**src/logic/gpio_exp_pkg.sv**
```systemverilog
// Summary of operation
// [RULE_01] input pins have both high-side and low-side drivers switched off
// [RULE_02] output pins are driven high or low from the output latch bit
// [RULE_03] sda falling while scl high starts a transfer; address byte follows
// [RULE_04] address byte arrives msb first, read/write bit last
// [RULE_05] matching address is acknowledged by holding sda low during ack high
// [RULE_06] one bit per scl pulse; sda change during scl high is start/stop
// [RULE_07] sda rising while scl high is stop; slave returns to idle
// [RULE_08] each byte has one ack bit; transmitter releases sda for it
// [RULE_09] as receiver every byte is acknowledged for the whole ack high phase
// [RULE_10] on master nack after a read byte, sda is released for stop
// [RULE_11] master starts a new transfer only while the bus is idle
// [RULE_12] slave address is 0100 plus three strap inputs, 20h to 27h
// [RULE_13] address lsb 1 means read, 0 means write
// [RULE_14] first byte after write address is the command, kept in a pointer
// [RULE_15] low two command bits pick input, latch, polarity or direction register
// [RULE_16] reads keep using the last command until a new one is written
// [RULE_17] input register returns pin levels for all pins; writes are ignored
// [RULE_18] latch reads return latch bits; latch has no effect on input pins
// [RULE_19] polarity bit 1 inverts the reported level of an input pin
// [RULE_20] direction bit 1 makes pin high-impedance input, 0 a driven output
// [RULE_21] reset loads latch all ones, polarity all zeros, direction all ones
// [RULE_22] reset holds all logic; release starts registers and bus fsm at defaults
// [RULE_23] any edge on an input pin raises the active-low interrupt
// [RULE_24] interrupt clears on pins restored, input read ack, or stop
// [RULE_25] after the command any number of data bytes write the chosen register
// [RULE_26] during reads pin levels are captured at the ack clock rising edge
// [RULE_27] scl and sda pass synchronisers and a glitch filter before decoding
`default_nettype none
package gpio_exp_pkg;
	// bus addressing
	localparam logic [3:0] ADDR_FIXED = 4'h4;
	localparam logic [1:0] REG_INPUT     = 2'h0;
	localparam logic [1:0] REG_LATCH     = 2'h1;
	localparam logic [1:0] REG_POLARITY  = 2'h2;
	localparam logic [1:0] REG_DIRECTION = 2'h3;
	// register reset values
	localparam logic [7:0] LATCH_RST = 8'hff;
	localparam logic [7:0] POL_RST   = 8'h00;
	localparam logic [7:0] DIR_RST   = 8'hff;
	localparam logic [7:0] CMD_RST   = 8'h00;
	// bit counting
	localparam logic [3:0] BYTE_BITS = 4'h8;
	localparam logic [3:0] TX_LAST   = 4'h7;
	// timing: longest glitch rounds down to whole cycles
	localparam int MCLK_PERIOD_NS = 5;
	localparam int GLITCH_NS      = 50;
	localparam int GLITCH_CYC     = (GLITCH_NS / MCLK_PERIOD_NS < 1) ? 1 : GLITCH_NS / MCLK_PERIOD_NS;
	localparam int PIN_FILT_CYC   = 1;
	localparam logic [2:0] SETTLE_CYC = 3'h7;
	// slave state machine
	typedef enum logic [4:0] {
		ST_IDLE    = 5'h01,
		ST_RX_BYTE = 5'h02,
		ST_RX_ACK  = 5'h04,
		ST_TX_BYTE = 5'h08,
		ST_TX_ACK  = 5'h10
	} slave_state_t;
	// meaning of the byte being received
	typedef enum logic [2:0] {
		PH_ADDR = 3'h1,
		PH_CMD  = 3'h2,
		PH_DATA = 3'h4
	} rx_phase_t;
endpackage
`default_nettype wire

```
**src/logic/gpio_expander.sv**
```systemverilog
`timescale 1ns/1ps
`default_nettype none
module gpio_expander
	import gpio_exp_pkg::*;
(
	// clock and reset
	input  wire logic       mclk_i,
	input  wire logic       rst_b_i,
	// serial bus
	input  wire logic       scl_i,
	input  wire logic       sda_i,
	output var  logic       sda_o,
	output var  logic       sda_oe_o,
	// address straps
	input  wire logic       addr_strap_low_i,
	input  wire logic       addr_strap_mid_i,
	input  wire logic       addr_strap_high_i,
	// port pins
	input  wire logic [7:0] port_pin_bus_i,
	output var  logic [7:0] port_pin_bus_o,
	output var  logic [7:0] port_pin_bus_oe_o,
	// interrupt, open drain
	output var  logic       int_n_o,
	output var  logic       int_n_oe_o
);
	logic         scl_f;
	logic         sda_f;
	logic         scl_d;
	logic         sda_d;
	logic         scl_rise;
	logic         scl_fall;
	logic         start_det;
	logic         stop_det;
	logic [2:0]   strap_raw;
	logic [2:0]   strap;
	logic [7:0]   pin_level;

	slave_state_t state;
	rx_phase_t    phase;
	logic [3:0]   bit_cnt;
	logic [7:0]   rx_shift;
	logic [7:0]   tx_shift;
	logic         rw_read;
	logic         master_ack;
	logic         sda_drive;
	logic [7:0]   cmd_ptr;

	logic [7:0]   input_levels;
	logic [7:0]   output_latch;
	logic [7:0]   input_polarity_invert;
	logic [7:0]   pin_direction;
	logic         ref_ready;
	logic [2:0]   settle_cnt;

	logic         byte_done;
	logic         addr_match;
	logic         wr_strobe;
	logic         tx_load;
	logic         capture;
	logic [7:0]   tx_next;

	// selected register contents as the master sees them
	function automatic logic [7:0] read_mux(
		input logic [1:0] sel,
		input logic [7:0] lvl,
		input logic [7:0] lat,
		input logic [7:0] pol,
		input logic [7:0] dir
	);
		case (sel) // RULE_15
			REG_INPUT:     read_mux = lvl ^ (pol & dir); // RULE_17 RULE_19
			REG_LATCH:     read_mux = lat; // RULE_18
			REG_POLARITY:  read_mux = pol;
			REG_DIRECTION: read_mux = dir;
			default:       read_mux = 8'h00;
		endcase
	endfunction

	// write decode used by every writable register
	function automatic logic reg_write(
		input logic       strobe,
		input logic [1:0] sel,
		input logic [1:0] which
	);
		reg_write = strobe && (sel == which);
	endfunction

	// bus lines idle high; filtered against spikes before any decode
	line_filter #(
		.FILT_CYC (GLITCH_CYC),
		.RST_VAL  (1'b1)
	) u_scl_filt (
		.mclk_i  (mclk_i),
		.rst_b_i (rst_b_i),
		.line_i  (scl_i),
		.level_o (scl_f) // RULE_27
	);

	line_filter #(
		.FILT_CYC (GLITCH_CYC),
		.RST_VAL  (1'b1)
	) u_sda_filt (
		.mclk_i  (mclk_i),
		.rst_b_i (rst_b_i),
		.line_i  (sda_i),
		.level_o (sda_f) // RULE_27
	);

	assign strap_raw = {addr_strap_high_i, addr_strap_mid_i, addr_strap_low_i};

	// straps and pins are asynchronous, so each gets its own sampler
	genvar gi;
	generate
		for (gi = 0; gi < 3; gi++)
		begin : g_strap
			line_filter #(
				.FILT_CYC (PIN_FILT_CYC),
				.RST_VAL  (1'b0)
			) u_strap (
				.mclk_i  (mclk_i),
				.rst_b_i (rst_b_i),
				.line_i  (strap_raw[gi]),
				.level_o (strap[gi])
			);
		end
		for (gi = 0; gi < 8; gi++)
		begin : g_pin
			line_filter #(
				.FILT_CYC (PIN_FILT_CYC),
				.RST_VAL  (1'b0)
			) u_pin (
				.mclk_i  (mclk_i),
				.rst_b_i (rst_b_i),
				.line_i  (port_pin_bus_i[gi]),
				.level_o (pin_level[gi])
			);
		end
	endgenerate

	// previous filtered levels for edge finding
	always_ff @(posedge mclk_i or negedge rst_b_i)
	begin
		if (!rst_b_i)
		begin
			scl_d <= 1'b1;
			sda_d <= 1'b1;
		end
		else
		begin
			scl_d <= scl_f;
			sda_d <= sda_f;
		end
	end

	// sda moving while scl high is control, never data
	assign scl_rise  = scl_f & ~scl_d;
	assign scl_fall  = ~scl_f & scl_d;
	assign start_det = scl_f & scl_d & sda_d & ~sda_f; // RULE_03 RULE_06
	assign stop_det  = scl_f & scl_d & ~sda_d & sda_f; // RULE_07 RULE_06

	// byte boundary decode
	assign byte_done  = (state == ST_RX_BYTE) && scl_fall && (bit_cnt == BYTE_BITS);
	assign addr_match = (rx_shift[7:1] == {ADDR_FIXED, strap}); // RULE_12
	assign wr_strobe  = byte_done && (phase == PH_DATA); // RULE_25
	assign tx_load    = scl_fall && (((state == ST_RX_ACK) && (phase == PH_ADDR) && rw_read)
	                  || ((state == ST_TX_ACK) && master_ack));
	assign capture    = scl_rise && (cmd_ptr[1:0] == REG_INPUT)
	                  && (((state == ST_RX_ACK) && (phase == PH_ADDR) && rw_read)
	                  || (state == ST_TX_ACK)); // RULE_26
	assign tx_next    = read_mux(cmd_ptr[1:0], input_levels, output_latch,
	                             input_polarity_invert, pin_direction); // RULE_16

	// slave state machine; start and stop override any state
	always_ff @(posedge mclk_i or negedge rst_b_i)
	begin
		if (!rst_b_i)
			state <= ST_IDLE; // RULE_22
		else if (start_det)
			state <= ST_RX_BYTE; // RULE_03
		else if (stop_det)
			state <= ST_IDLE; // RULE_07
		else
		begin
			case (state)
				ST_IDLE:
					state <= ST_IDLE;
				ST_RX_BYTE:
					if (byte_done)
						state <= (phase != PH_ADDR || addr_match) ? ST_RX_ACK : ST_IDLE;
				ST_RX_ACK:
					if (scl_fall)
						state <= (phase == PH_ADDR && rw_read) ? ST_TX_BYTE : ST_RX_BYTE;
				ST_TX_BYTE:
					if (scl_fall && bit_cnt == TX_LAST)
						state <= ST_TX_ACK;
				ST_TX_ACK:
					if (scl_fall)
						state <= master_ack ? ST_TX_BYTE : ST_IDLE; // RULE_10
				default:
					state <= ST_IDLE;
			endcase
		end
	end

	// what the next received byte means
	always_ff @(posedge mclk_i or negedge rst_b_i)
	begin
		if (!rst_b_i)
			phase <= PH_ADDR;
		else if (start_det)
			phase <= PH_ADDR;
		else if (state == ST_RX_ACK && scl_fall && phase != PH_DATA)
			phase <= (phase == PH_ADDR) ? PH_CMD : PH_DATA; // RULE_14
	end

	// bit counter: rises while receiving and while sending
	always_ff @(posedge mclk_i or negedge rst_b_i)
	begin
		if (!rst_b_i)
			bit_cnt <= 4'h0;
		else if (start_det)
			bit_cnt <= 4'h0;
		else if (state == ST_RX_BYTE && scl_rise)
			bit_cnt <= bit_cnt + 4'h1;
		else if (state == ST_TX_BYTE && scl_fall)
			bit_cnt <= bit_cnt + 4'h1;
		else if ((state == ST_RX_ACK || state == ST_TX_ACK) && scl_fall)
			bit_cnt <= 4'h0;
	end

	// receive shifter, msb first, sampled at scl rise
	always_ff @(posedge mclk_i or negedge rst_b_i)
	begin
		if (!rst_b_i)
			rx_shift <= 8'h00;
		else if (state == ST_RX_BYTE && scl_rise)
			rx_shift <= {rx_shift[6:0], sda_f}; // RULE_04
	end

	// transfer direction from the address lsb
	always_ff @(posedge mclk_i or negedge rst_b_i)
	begin
		if (!rst_b_i)
			rw_read <= 1'b0;
		else if (start_det)
			rw_read <= 1'b0;
		else if (byte_done && phase == PH_ADDR)
			rw_read <= rx_shift[0]; // RULE_13
	end

	// command pointer survives restarts and read transfers
	always_ff @(posedge mclk_i or negedge rst_b_i)
	begin
		if (!rst_b_i)
			cmd_ptr <= CMD_RST;
		else if (byte_done && phase == PH_CMD)
			cmd_ptr <= rx_shift; // RULE_14 RULE_16
	end

	// master acknowledge sampled at the ack clock rise
	always_ff @(posedge mclk_i or negedge rst_b_i)
	begin
		if (!rst_b_i)
			master_ack <= 1'b0;
		else if (state == ST_TX_ACK && scl_rise)
			master_ack <= ~sda_f; // RULE_10
	end

	// transmit shifter
	always_ff @(posedge mclk_i or negedge rst_b_i)
	begin
		if (!rst_b_i)
			tx_shift <= 8'h00;
		else if (tx_load)
			tx_shift <= tx_next;
		else if (state == ST_TX_BYTE && scl_fall)
			tx_shift <= {tx_shift[6:0], 1'b0};
	end

	// open-drain data: changes only after scl falls, so it is stable while high
	always_ff @(posedge mclk_i or negedge rst_b_i)
	begin
		if (!rst_b_i)
			sda_drive <= 1'b0;
		else if (start_det || stop_det)
			sda_drive <= 1'b0;
		else if (byte_done)
			sda_drive <= (phase != PH_ADDR || addr_match); // RULE_05 RULE_09
		else if (tx_load)
			sda_drive <= ~tx_next[7];
		else if (state == ST_TX_BYTE && scl_fall)
			sda_drive <= (bit_cnt == TX_LAST) ? 1'b0 : ~tx_shift[6]; // RULE_08
		else if ((state == ST_RX_ACK || state == ST_TX_ACK) && scl_fall)
			sda_drive <= 1'b0; // RULE_08 RULE_10
	end

	assign sda_o    = 1'b0;
	assign sda_oe_o = sda_drive;

	// output latch
	always_ff @(posedge mclk_i or negedge rst_b_i)
	begin
		if (!rst_b_i)
			output_latch <= LATCH_RST; // RULE_21
		else if (reg_write(wr_strobe, cmd_ptr[1:0], REG_LATCH))
			output_latch <= rx_shift; // RULE_25
	end

	// polarity inversion
	always_ff @(posedge mclk_i or negedge rst_b_i)
	begin
		if (!rst_b_i)
			input_polarity_invert <= POL_RST; // RULE_21
		else if (reg_write(wr_strobe, cmd_ptr[1:0], REG_POLARITY))
			input_polarity_invert <= rx_shift; // RULE_25
	end

	// pin direction; input register has no write path at all
	always_ff @(posedge mclk_i or negedge rst_b_i)
	begin
		if (!rst_b_i)
			pin_direction <= DIR_RST; // RULE_21
		else if (reg_write(wr_strobe, cmd_ptr[1:0], REG_DIRECTION))
			pin_direction <= rx_shift; // RULE_20 RULE_17
	end

	// wait for the pin samplers to fill before trusting a reference
	always_ff @(posedge mclk_i or negedge rst_b_i)
	begin
		if (!rst_b_i)
		begin
			settle_cnt <= 3'h0;
			ref_ready  <= 1'b0;
		end
		else if (!ref_ready)
		begin
			settle_cnt <= settle_cnt + 3'h1;
			ref_ready  <= (settle_cnt == SETTLE_CYC);
		end
	end

	// captured levels double as the interrupt reference
	always_ff @(posedge mclk_i or negedge rst_b_i)
	begin
		if (!rst_b_i)
			input_levels <= 8'h00;
		else if (!ref_ready || capture || stop_det)
			input_levels <= pin_level; // RULE_24 RULE_26
	end

	// compare, not edge latch: a pin that returns clears by itself
	always_ff @(posedge mclk_i or negedge rst_b_i)
	begin
		if (!rst_b_i)
			int_n_oe_o <= 1'b0;
		else
			int_n_oe_o <= ref_ready && |((pin_level ^ input_levels) & pin_direction); // RULE_23 RULE_24
	end

	assign int_n_o = 1'b0;

	port_drive u_port_drive (
		.mclk_i      (mclk_i),
		.rst_b_i     (rst_b_i),
		.direction_i (pin_direction), // RULE_20
		.latch_i     (output_latch), // RULE_18
		.pin_o       (port_pin_bus_o),
		.pin_oe_o    (port_pin_bus_oe_o)
	);
endmodule
`default_nettype wire

```
**src/logic/line_filter.sv**
```systemverilog
`timescale 1ns/1ps
`default_nettype none
module line_filter
	import gpio_exp_pkg::*;
#(
	parameter int   FILT_CYC = 1,
	parameter logic RST_VAL  = 1'b0
)(
	// clock and reset
	input  wire logic mclk_i,
	input  wire logic rst_b_i,
	// raw line in, clean level out
	input  wire logic line_i,
	output var  logic level_o
);
	localparam logic [3:0] LIMIT = 4'(FILT_CYC - 1);

	logic       s1;
	logic       s2;
	logic       s3;
	logic [3:0] stable_cnt;

	// three-stage sampler; s1 is seen by s2 only
	always_ff @(posedge mclk_i or negedge rst_b_i)
	begin
		if (!rst_b_i)
		begin
			s1 <= RST_VAL;
			s2 <= RST_VAL;
			s3 <= RST_VAL;
		end
		else
		begin
			s1 <= line_i;
			s2 <= s1;
			s3 <= s2;
		end
	end

	// a new level must hold for the whole window, so spikes die here
	always_ff @(posedge mclk_i or negedge rst_b_i)
	begin
		if (!rst_b_i)
			stable_cnt <= 4'h0;
		else if (s2 != s3 || s3 == level_o || stable_cnt == LIMIT)
			stable_cnt <= 4'h0;
		else
			stable_cnt <= stable_cnt + 4'h1;
	end

	// accept only once the second and third stages agree
	always_ff @(posedge mclk_i or negedge rst_b_i)
	begin
		if (!rst_b_i)
			level_o <= RST_VAL;
		else if (s2 == s3 && s3 != level_o && stable_cnt == LIMIT)
			level_o <= s3;
	end
endmodule
`default_nettype wire

```
**src/logic/port_drive.sv**
```systemverilog
`timescale 1ns/1ps
`default_nettype none
module port_drive
	import gpio_exp_pkg::*;
(
	// clock and reset
	input  wire logic       mclk_i,
	input  wire logic       rst_b_i,
	// register state
	input  wire logic [7:0] direction_i,
	input  wire logic [7:0] latch_i,
	// pad drive
	output var  logic [7:0] pin_o,
	output var  logic [7:0] pin_oe_o
);
	logic [7:0] high_side_driver;
	logic [7:0] low_side_driver;

	// direction 1 keeps both drivers off, whatever the latch holds
	assign high_side_driver = ~direction_i & latch_i;
	assign low_side_driver  = ~direction_i & ~latch_i;

	// registered so pads never see decode glitches
	always_ff @(posedge mclk_i or negedge rst_b_i)
	begin
		if (!rst_b_i)
		begin
			pin_o    <= 8'h00;
			pin_oe_o <= 8'h00;
		end
		else
		begin
			pin_o    <= high_side_driver; // RULE_02
			pin_oe_o <= high_side_driver | low_side_driver; // RULE_01
		end
	end
endmodule
`default_nettype wire
```
**config.mk**
```make
export PLATFORM = sky130hd
export DESIGN_NAME = gpio_expander
export DESIGN_NICKNAME = d
export VERILOG_FILES = /design/src/logic/gpio_exp_pkg.sv /design/src/logic/gpio_expander.sv /design/src/logic/line_filter.sv /design/src/logic/port_drive.sv
export SDC_FILE = /design/constraint.sdc
export NUM_CORES = 1
export LEC_CHECK = 0
export BUFFER_PORTS_ARGS = -buffer_cell sky130_fd_sc_hd__buf_2
export CORE_ASPECT_RATIO = 0.5
export CORE_MARGIN = 2
export CORE_UTILIZATION = 25
export DETAILED_ROUTE_END_ITERATION = 8
export GPL_TIMING_DRIVEN = 0
export HOLD_SLACK_MARGIN = 0.15
export SLEW_MARGIN = 20
export SYNTH_ARGS = -nofsm -noshare
export SYNTH_HDL_FRONTEND = slang
export SYNTH_SLANG_ARGS = --single-unit
```
**constraint.sdc**
```tcl
create_clock -name mclk_i -period 1.94 [get_ports mclk_i]
set_input_delay 0.097 -clock mclk_i [delete_from_list [all_inputs] [get_ports mclk_i]]
set_output_delay 0.097 -clock mclk_i [all_outputs]
set_load 0.02 [all_outputs]
```
After elaboration in Yosys (flattened, before gate mapping)
Index checks and enable logic that the tools add are counted.

Add/subtract/negate cells: 15. Multipliers: 0. $lt $le $gt $ge: 0. Divide/modulo/power cells: 0. Shifts and indexed selects: 0. Reductions and logical operators: 102. Bitwise gates (word level): 22. Muxes and demuxes: 42. Equal/unequal tests: 74.

Operator list (number): 4-bit two-way mux (19); 4-bit by 1-bit adder with 4-bit output (second input constant) (14); 1-bit logical AND (49); 4-bit logical NOT (11); 1-bit logical OR (33); 8-bit bitwise AND (4); 8-bit case mux with 4 select lines (1); 5-bit two-way mux (6); 1-bit equality test (26); 1-bit != test (26); 5-bit case mux with 4 select lines (1); 4-bit != test (second input constant) (4); 8-bit NOT (2); 8-bit bitwise XOR (2); 7-bit two-way mux (2); 4-bit equality test (second input constant) (3); 3-bit two-way mux (4); 1-bit two-way mux (9); 8-bit bitwise OR (1); 8-bit OR reduction (1); 1-bit bitwise AND (7); 7-bit by 6-bit equality test with 1-bit output (1); 3-bit equality test (second input constant) (2); 1-bit NOT (6); 18 further kinds (21).

Memories kept: 0. Bits of input ports: 15. Bits in registers: 191. Bits in read-only memories: 0. Bits in writable memories: 0. Bits in latches: 0.

Depth between registers and ports, before layout
Gate-level depths: netlist of the first run.

Depth after elaboration: 8. Gate-level depth with buffers: 8.

Modules after synthesis
From an unflattened synthesis of the first run, not the netlist that was laid out.

Cell total of the unflattened synthesis: 708. Area total of the unflattened synthesis: 8499.4 um^2.

By module, submodules not included: line_filter (g_pin[0].u_pin ...) (instances 11, cells an instance 28, area each 335.3 um^2); gpio_expander (instances 1, cells an instance 316, area each 3672.3 um^2); line_filter (u_scl_filt ...) (instances 2, cells an instance 26, area each 329.1 um^2); port_drive (instances 1, cells an instance 32, area each 480.5 um^2).

Worst setup path after synthesis of the first run
OpenSTA, ideal clock, no wires.

Kind: reg2reg. Start: register u_scl_filt.level_o. End: register tx_shift[6]. Data arrival time: 1.916 ns. Slack: -0.102 ns. Buffers on the path: 2. Data required time: 1.814 ns. Setup time: 0.126 ns. Stages on the path, launching flop included: 8. Clock period less this slack: 2.042 ns. Path through: dfstp_2 -> nand2b_1 -> buf_6 -> o31ai_1 -> a311o_1 -> and2_1 -> buf_2 -> a221o_1.

Longest elaborated chain between the ends: 4. Elaborated cells on any way between the ends: 6. Those cells by class: mux: 1; bitwise: 2; reduce/logical: 3.

RTL lines: from (decl) (line line_filter.sv:14) `output var logic level_o`; from (signal assigned) (line line_filter.sv:55) `level_o <= RST_VAL;`; from (signal assigned) (line line_filter.sv:57) `level_o <= s3;`; 1-bit NOT (*) (line gpio_expander.sv:157) `assign scl_fall = ~scl_f & scl_d;`; 1-bit bitwise AND (*) (line gpio_expander.sv:157); 1-bit logical AND, on equally long branches (line gpio_expander.sv:165, gpio_expander.sv:276); 7-bit two-way mux / 2-bit nonzero test (equally long branches); to (signal assigned) (line gpio_expander.sv:275) `tx_shift <= tx_next;`; to (signal assigned) (line gpio_expander.sv:277) `tx_shift <= {tx_shift[6:0], 1'b0};`; to (decl) (line gpio_expander.sv:42) `logic [7:0] tx_shift;`.

Every way passes the cells marked *; elsewhere a longest branch is shown, timed or not. A chain may end at the register's enable or synchronous reset.

Worst setup path after layout of the first run
Same ends and word-level chain as after synthesis.

==> results.cfg, run 1 <==
[finish]
final_common_cell = dfrtp_1
drive_gt1_share_pct = 24.9
utilization_pct = 31.4
syn_to_final_growth_pct = 23.5
fillers = 3286
final_nets = 892
n_antenna_cell = 0
layout_common_cells = dfrtp_1, nand2_1, nor2_1

[routing]
wl_mm = 17.2
vias_per_cell = 4.46
drtPass1Iterations = 5
drt_iter0_drc = 337
vias = 5797
wire_per_inst_um = 13.2
drc = 0
ant_nets = 0

[power_and_ir_drop]
power.leakage_uw = 0.00466
ir_worst_vdd_uv = 584
powerDensity_mw_per_mm2 = 828
p_total_uw = 8610

[logic_synthesis]
yosys.area.top_type = dfrtp_1
synth_cells = 755
netlist_area_sq_mm = 0.00842
synth_edf_count = 0
ys_top_cells_by_area = dfrtp_1, dfstp_2, mux2_2
synth_cell_types = 61
ys_seq_area_share_pct = 57.2
synth-main-ff-cell = dfrtp_1
yosysWarnings = 0
syn_avg_cell_area_sq_um = 11.2
synth_top_area_share_pct = 48.4
synth_seq_cells = 191
synthArstFlopShare_pct = 100

[grt]
antenna_found_initial = 0
use_met2_pct = 18.0
busiest_layer = met2
grt_use_met3_pct = 2.13
track_usage_pct = 10.2
grt_overflow = 0
grt_max_degree = 102
grt_pass1_wl_mm = 29.5
grt_use_met1_pct = 12.6
grt_pass1_vias = 5986

[setup_path]
r2r_slack_ns = -0.11
crit_path_end = tx_shift[6]
r2r-end = tx_shift[6]
reg2reg_depth = 6
start_kind = register
end_kind = register
crit_start = u_scl_filt.level_o
cp.arrival_ns = 2.36
critPathRequiredTime_ns = 2.26
crit_path_max_fanout = 7
crit_type = register to register
r2r_start = u_scl_filt.level_o

[sta]
finalMaxSlewViolations = 0
maxSlewHeadroom_pct = 53.1
clock_skew_ns = 0.00900
rsz0062_at_grt = yes
final.setup.worst_slack_ns = -0.106
fmax_mhz = 489
setup-violations-final = 34
timing.final.hold_violations = 0
fin_crit_sh_pct = 105
finalCriticalPeriod_ns = 2.05
tightest_slew_ns = 0.703

[placement]
gp_congestion = 0.807
place.port_buffers = 32
place_hpwl_mm = 11.6

[die]
rows = 47
design.core.area_sq_mm = 0.0331
initial_core_util_pct = 25.4
dieArea_sq_mm = 0.0353
die_w_um = 264
die_h_um = 134
io_pins = 35

[clocking]
cts_inserted_buffers = 17
path_clk_slew_ns = 0.07
h-tree-depth = 4
cts_root_buffer = clkbuf_16
clk_latency_ns = 0.44
clock_path_buffers = 2
numClockSinks = 191
cts_tree = built

[run_status]
violations = negative setup slack
status = complete, but fails checks

[job]
timing.max_cap.violations = 0

[worst_hold_path]
hold_class = input pin to asynchronous set/reset pin
## timing repair
action | CTS | global route
pin swaps | 14 | 10
endpoints found under the hold margin | 103 | 0
gates resized for setup | 53 | 10
hold buffers | 14 | 0
setup endpoints to repair | 55 | 38
buffers inserted | 25 | 2
## worst min path at each step
| stage | endpoint |
|---|---|
| final | g_strap[1].u_strap.stable_cnt[1] |
| after CTS | g_pin[3].u_pin.s1 |
| after global placement | u_scl_filt.s1 |
| after floorplan | bit_cnt[0] |
| after global routing | g_pin[1].u_pin.s1 |
| after detailed placement | g_strap[1].u_strap.stable_cnt[1] |
## final cells by class
cell class | count | area, sq um | share of cell area (%)
clock buffer | 17 | 425 | 4.09
clock inverter | 15 | 175 | 1.68
multi-input combinational | 512 | 3650 | 35.0
tap | 441 | 552 | 5.30
buffer | 11 | 76.3 | 0.733
timing repair buffer | 74 | 564 | 5.42
inverter | 40 | 150 | 1.44
sequential | 191 | 4820 | 46.3
## layer usage
layer,share of wire [%],wire length (um),up-vias
met2,50,8630,79
li1,-,-,2769
met4,1.6,281,0
met5,0,0,-
met1,45,7790,2925
met3,2.9,492,24
## flip-flops by register name, summed over array words and instances, names as in the netlist, 4 cells and up
| name | flops |
|---|---|
| g_pin.u_pin.stable_cnt | 32 |
| g_strap.u_strap.stable_cnt | 12 |
| g_pin.u_pin.level_o | 8 |
| g_pin.u_pin.s1 | 8 |
| g_pin.u_pin.s2 | 8 |
| g_pin.u_pin.s3 | 8 |
| input_levels | 8 |
| input_polarity_invert | 8 |
| output_latch | 8 |
| pin_direction | 8 |
| rx_shift | 8 |
| u_port_drive.pin_o | 8 |
| u_port_drive.pin_oe_o | 8 |
| tx_shift | 7 |
| state | 5 |
| bit_cnt | 4 |
| u_scl_filt.stable_cnt | 4 |
| u_sda_filt.stable_cnt | 4 |
## critical path, cell delays in order, from the launching register on
cell and delay, ns:
dfstp_2 0.56, nand2b_4 0.20, nand3_2 0.12, a311o_2 0.44, and2_1 0.20, buf_6 0.13
a221o_1 0.28
## synth_stat cells (2+ instances only)
cell type / count
a21oi_1: 18
clkbuf_1: 4
a221oi_1: 2
o221ai_1: 3
mux2_2: 40
nor4_1: 2
o31ai_1: 2
and3_1: 25
nand4_1: 3
nor3b_1: 2
a2bb2oi_1: 2
nor2b_1: 12
ha_1: 30
buf_2: 3
nor3b_4: 2
dfstp_2: 28
o21ai_0: 51
xnor2_1: 23
xor2_1: 17
mux2_1: 4
or2_2: 3
o2111a_1: 4
nor4b_1: 2
nor2_1: 85
o22ai_1: 5
nand3b_1: 4
mux2i_1: 10
and2_1: 4
nand3_1: 26
o41a_1: 3
nand2_1: 90
buf_4: 4
inv_1: 40
nand2b_1: 4
a31oi_1: 2
a21o_1: 2
nor3_1: 5
dfrtp_1: 163
a221o_1: 4
## kinds of logic (layout without fill, tap and decap cells)
kind of cell | count (synthesis) | count (layout) | synth area share [%]
compound gates | 107 | 107 | 8.32
xor+xnor | 40 | 40 | 4.16
fa+ha+maj | 30 | 30 | 4.46
buf+inv | 53 | 157 | 2.67
flops | 191 | 191 | 57.2
mux | 54 | 54 | 7.07
other cells | 1 | 2 | 0.0445
simple gates | 279 | 279 | 16.1
## per-stage QoR
step	setup TNS, ns	setup WS, ns	cell area (sq um)	instances	hold WS, ns
global route	-3.93	-0.191	10400	1301	0.290
floorplan	-0.797	-0.0888	8440	756	-0.199
global placement	-401.59	-2.21	9150	1229	0.204
finish	-1.34	-0.106	10400	1301	0.235
detailed placement	-14.17	-0.509	9190	1230	0.157
CTS	-0.744	-0.0916	10300	1299	0.285
## power breakdown
| group | switching [uW] | total, uW | internal [uW] |
|---|---|---|---|
| clock | 1680 | 3520 | 1850 |
| combinational | 358 | 698 | 341 |
| sequential | 231 | 4390 | 4160 |
No activity file was read; power rests on OpenSTA's default activity.
==> run 2: changes to the inputs <==
- CELL_PAD_IN_SITES_DETAIL_PLACEMENT: not set -> 0
- CELL_PAD_IN_SITES_GLOBAL_PLACEMENT: not set -> 1
- PLACE_DENSITY_LB_ADDON: not set -> 0.1
==> run 2 against run 1 <==
Net effect:
- the flow still finishes with violations (negative setup slack)
- sequential cell count stayed put
- wire length is 12% higher
- die area unchanged
- cell area increased by 1.5%
- first-iteration DRC count decreased by 25%
- worst hold slack got worse by 0.029 ns
- critical endpoint unchanged
- combinational power is 14% higher
- sequential power hardly changed
- critical path depth is the same
- sequential share of layout area fell by 0.65 points
- core utilization grew 0.46 points
- highest routed layer unchanged
==> results.cfg, run 2 (same netlist as run 1, synthesis figures left out) <==
[routing]
drtPass1Iterations = 4
wire_per_inst_um = 14.7
wl_mm = 19.2
drt_iter0_drc = 253
drc = 0
vias = 5622
ant_nets = 0
vias_per_cell = 4.30

[power_and_ir_drop]
p_total_uw = 8700
powerDensity_mw_per_mm2 = 824
power.switching_uw = 2350
power.leakage_uw = 0.00468
seqPwrFrac_pct = 50.3
p_comb_share_pct = 9.1
ir_worst_vdd_uv = 575
intPower_uw = 6350
switching_share_pct = 27.0
p_clk_share_pct = 40.6

[clocking]
numClockSinks = 191
path_clk_slew_ns = 0.07
clock_path_buffers = 2
cts_root_buffer = clkbuf_16
cts_tree = built
cts_inserted_buffers = 17
clk_latency_ns = 0.46
h-tree-depth = 4

[sta]
finalCriticalPeriod_ns = 2.05
maxSlewHeadroom_pct = 50.6
clock_skew_ns = 0.0120
fmax_mhz = 487
fin_crit_sh_pct = 106
timing.final.hold_violations = 0
tightest_slew_ns = 0.739
rsz0062_at_grt = yes
final.setup.worst_slack_ns = -0.112
setup-violations-final = 26
finalMaxSlewViolations = 0
hold_ws_ns = 0.206

[grt]
grt_overflow = 0
grt_pass1_vias = 5740
track_usage_pct = 11.7
antenna_found_initial = 0
grt_pass1_wl_mm = 31.6
grt_max_degree = 91

[die]
initial_core_util_pct = 25.4
io_pins = 35
design.core.area_sq_mm = 0.0331
die_w_um = 264
die_h_um = 134
rows = 47
dieArea_sq_mm = 0.0353

[finish]
final_nets = 899
largest-register = g_pin.u_pin.stable_cnt
fillers = 3404
largest_reg_flops = 32
layout_common_cells = dfrtp_1, nand2_1, nor2_1
multi_input_area_sq_mm = 0.00371
final_common_cell = dfrtp_1
regArea_sq_mm = 0.00482
reg_top3 = g_pin.u_pin.stable_cnt x32, g_strap.u_strap.stable_cnt x12
drive_gt1_share_pct = 26.2
n_antenna_cell = 0
syn_to_final_growth_pct = 25.4

[job]
timing.max_cap.violations = 0

[setup_path]
critPathRequiredTime_ns = 2.28
critPathMaxStageDelay_ns = 0.56
cp_slowest_cell = dfstp_2
crit_chain = nand2b_4 > or3_4 > a221oi_4 > buf_6 > a21oi_4 > a221o_1
cp.arrival_ns = 2.39
crit_type = register to register
crit_path_max_fanout = 8
end_kind = register
start_kind = register

[worst_hold_path]
hold_class = input pin to asynchronous set/reset pin

[run_status]
violations = negative setup slack
status = complete, but fails checks

[placement]
place.port_buffers = 32
place_hpwl_mm = 12.8
gp_congestion = 0.725
[run 2: worst max-delay path, delay by kind of cell, from the launching register on]
family / cells / cell delay [ns]
AO/OA/AOI/OAI: 3 / 0.66
AND/OR/NAND/NOR: 2 / 0.55
flip-flops: 1 / 0.56
buffers and inverters: 1 / 0.16
[run 2: stage by stage]
step	cell area [sq um]	util, %	TNS (ns)	setup slack (ns)	std cells
after floorplan	8440	-	-0.797	-0.0888	756
after global placement	9150	27.6	-507.93	-2.77	1229
after detailed placement	9220	27.8	-19.75	-0.632	1231
after CTS	10400	31.5	-1.03	-0.0915	1305
after global routing	10600	31.9	-3.92	-0.182	1308
final	10600	31.9	-1.01	-0.112	1308
[run 2: path summary, 6_finish.rpt]
check / start / endpoint / slack [ns] / cells past startpoint
worst min register to register: g_pin[1].u_pin.s1 / g_pin[1].u_pin.s2 / 0.35 / 0
min in group mclk_i: port_pin_bus_i[0] / g_pin[0].u_pin.s1 / 0.27 / 2
worst max-delay path: scl_d / tx_shift[6] / -0.11 / 6
max in group asynchronous: rst_b_i / pin_direction[7] / 1.26 / 3
worst max register to register: scl_d / tx_shift[6] / -0.11 / 6
worst min-delay path: rst_b_i / g_pin[5].u_pin.stable_cnt[0] / 0.21 / 3
[run 2: power by group through the flow]
| stage | combinational (uW) | clock [uW] | sequential [uW] |
|---|---|---|---|
| 2_1_floorplan | 428 | 0 | 4390 |
| 3_3_place_gp | 661 | 0 | 4450 |
| 3_5_place_dp | 680 | 0 | 4460 |
| 4_1_cts | 797 | 3720 | 4370 |
| 5_1_grt | 892 | 3860 | 4410 |
| 6_report | 793 | 3530 | 4380 |
[run 2: layer usage]
layer | track usage (%) | wire length (um)
met1 | 16.4 | 9850
met2 | 17.7 | 8520
met3 | 2.75 | 551
met4 | 4.57 | 320
met5 | 0 | 0
[run 2: timing repair]
action                                  CTS  global route
setup buffers                            31             3
pin swaps                                20             5
hold buffers                             15             0
gates resized for setup                  62            19
endpoints found under the setup margin   58            48
endpoints found under the hold margin   176             0
cloned                                    0             0
[run 2: cell type report]
class                      count  area share [%]
clock inverter                15            1.41
inverter                      40            1.42
sequential                   191            45.6
multi-input combinational    512            35.1
buffer                         9           0.652
clock buffer                  17            4.03
timing repair buffer          83            6.51
tap                          441            5.23
==> run 3: changes to the inputs <==
- CTS_BUF_LIST: not set -> sky130_fd_sc_hd__clkbuf_4
==> run 3 against run 2 <==
Net effect:
- the run still ends with negative setup slack left
- sequential share of layout area rose by 0.98 points
- clock skew grew 0.012 ns
- worst setup slack better by 0.0095 ns
- combinational power rose by 2%
- cell area shrank 2.1%
- cell count rose by 1.2%
- worst hold slack gained 0.16 ns
- total power is 15% lower
- core utilization shrank 0.68 points
- sequential cell count is the same
- critical path depth stayed put
- critical path type unchanged
- critical endpoint unchanged
- largest power group unchanged
- highest routed layer unchanged
==> results.cfg, run 3 (same netlist as run 1, synthesis figures left out) <==
[grt]
antenna_found_initial = 1
grt_overflow = 0
grt_max_degree = 91
track_usage_pct = 11.8
grt_pass1_vias = 5773
grt_pass1_wl_mm = 31.8

[clocking]
clock_path_buffers = 2
numClockSinks = 191
cts_root_buffer = clkbuf_4
cts_inserted_buffers = 17
path_clk_slew_ns = 0.18
cts_tree = built
h-tree-depth = 4
clk_latency_ns = 0.65

[sta]
final.setup.worst_slack_ns = -0.102
setup-violations-final = 33
fin_crit_sh_pct = 105
clock_skew_ns = 0.0244
rsz0062_at_grt = yes
fmax_mhz = 490
maxSlewHeadroom_pct = 52.6
finalCriticalPeriod_ns = 2.04
finalMaxSlewViolations = 0
tns_ns = -1.36
tightest_slew_ns = 0.712
timing.final.hold_violations = 0

[finish]
layout_common_cells = dfrtp_1, nand2_1, nor2_1
final_common_cell = dfrtp_1
syn_to_final_growth_pct = 22.7
largest_reg_flops = 32
largest-register = g_pin.u_pin.stable_cnt
reg_top3 = g_pin.u_pin.stable_cnt x32, g_strap.u_strap.stable_cnt x12
drive_gt1_share_pct = 25.5
final_nets = 914
utilization_pct = 31.2

[routing]
drc = 0
wl_mm = 19.3
ant_nets = 0
drtPass1Iterations = 6
vias_per_cell = 4.28
drt_iter0_drc = 287
vias = 5672
wire_per_inst_um = 14.6

[setup_path]
crit_buf_inv = 1
cp.arrival_ns = 2.58
end_kind = register
start_kind = register
cp_slowest_cell = dfstp_2
crit_type = register to register
critical-path-top-delay-family = compound AO/OA/AOI/OAI gates
reg2reg_depth = 6
worstSetupPathDepth = 6
critPathRequiredTime_ns = 2.47
critPathMaxStageDelay_ns = 0.60
r2r_slack_ns = -0.10
crit_chain = nand2b_4 > or3_4 > a221oi_4 > buf_6 > a21oi_4 > a221o_1
crit_path_max_fanout = 8

[worst_hold_path]
hold_path_depth = 0
hold_class = register to register

[power_and_ir_drop]
power.leakage_uw = 0.00461
p_total_uw = 7420
powerDensity_mw_per_mm2 = 718
ir_worst_vdd_uv = 318

[die]
io_pins = 35
design.core.area_sq_mm = 0.0331
initial_core_util_pct = 25.4
die_h_um = 134
die_w_um = 264
rows = 47
dieArea_sq_mm = 0.0353

[placement]
place_hpwl_mm = 12.8
place.port_buffers = 32
gp_congestion = 0.725

[job]
timing.max_cap.violations = 0

[run_status]
status = complete, but fails checks
violations = negative setup slack
## run 3: cell types whose count changed in the layout (fill, tap and decap cells not counted), moves of 2 or more
cell	before	now
clkbuf_16	17	0
clkbuf_4	0	17
dlygate4sd3_1	14	28
inv_1	38	40
inv_2	2	0
mux2_2	27	35
mux2_4	17	8
## run 3: power by group
| group | total [uW] | internal, uW | switching, uW |
|---|---|---|---|
| registers | 4380 | 4170 | 211 |
| logic | 812 | 399 | 413 |
| clock network | 2230 | 671 | 1560 |
## run 3: final timing paths
| path | startpoint | to |
|---|---|---|
| max reg2reg | scl_d | tx_shift[6] |
| min in group asynchronous | rst_b_i | g_pin[5].u_pin.stable_cnt[0] |
| max in group asynchronous | rst_b_i | g_strap[0].u_strap.s2 |
| min reg2reg | g_pin[1].u_pin.s1 | g_pin[1].u_pin.s2 |
| max | scl_d | tx_shift[6] |
| min | g_pin[1].u_pin.s1 | g_pin[1].u_pin.s2 |
## run 3: through the flow
stage	std cells	worst slack, ns	instance area (sq um)	hold slack (ns)
floorplan	756	-0.0888	8440	-0.199
global placement	1229	-2.77	9150	0.203
detailed placement	1231	-0.632	9220	0.0284
CTS	1321	-0.0940	10300	0.369
global route	1324	-0.187	10300	0.365
finish	1324	-0.102	10300	0.362
## run 3: final cells by class
cell class | instances | area (sq um)
multi-input combinational | 512 | 3630
inverter | 40 | 150
fill | 3441 | 22800
antenna | 1 | 2.50
buffer | 9 | 68.8
clock buffer | 17 | 128
clock inverter | 15 | 149
tap | 441 | 552
timing repair buffer | 98 | 838
sequential | 191 | 4820
## run 3: worst reg2reg max path: stages, from the launching register on
cell,delay (ns)
dfstp_2,0.60
nand2b_4,0.12
or3_4,0.43
a221oi_4,0.24
buf_6,0.16
a21oi_4,0.08
a221o_1,0.31
## run 3: metal layers
| layer | wire length, um | global-route usage (%) | share of wire, % |
|---|---|---|---|
| met1 | 10000 | 16.6 | 52 |
| met2 | 8560 | 17.9 | 44 |
| met3 | 383 | 2.59 | 2.0 |
| met4 | 301 | 4.19 | 1.6 |
| met5 | 0 | 0 | 0 |
## run 3: timing repair
action | CTS | global route
endpoints found under the setup margin | 58 | 49
pin swaps | 23 | 6
endpoints found under the hold margin | 204 | 0
buffers inserted | 33 | 2
gates resized for setup | 57 | 9
hold buffers | 29 | 0
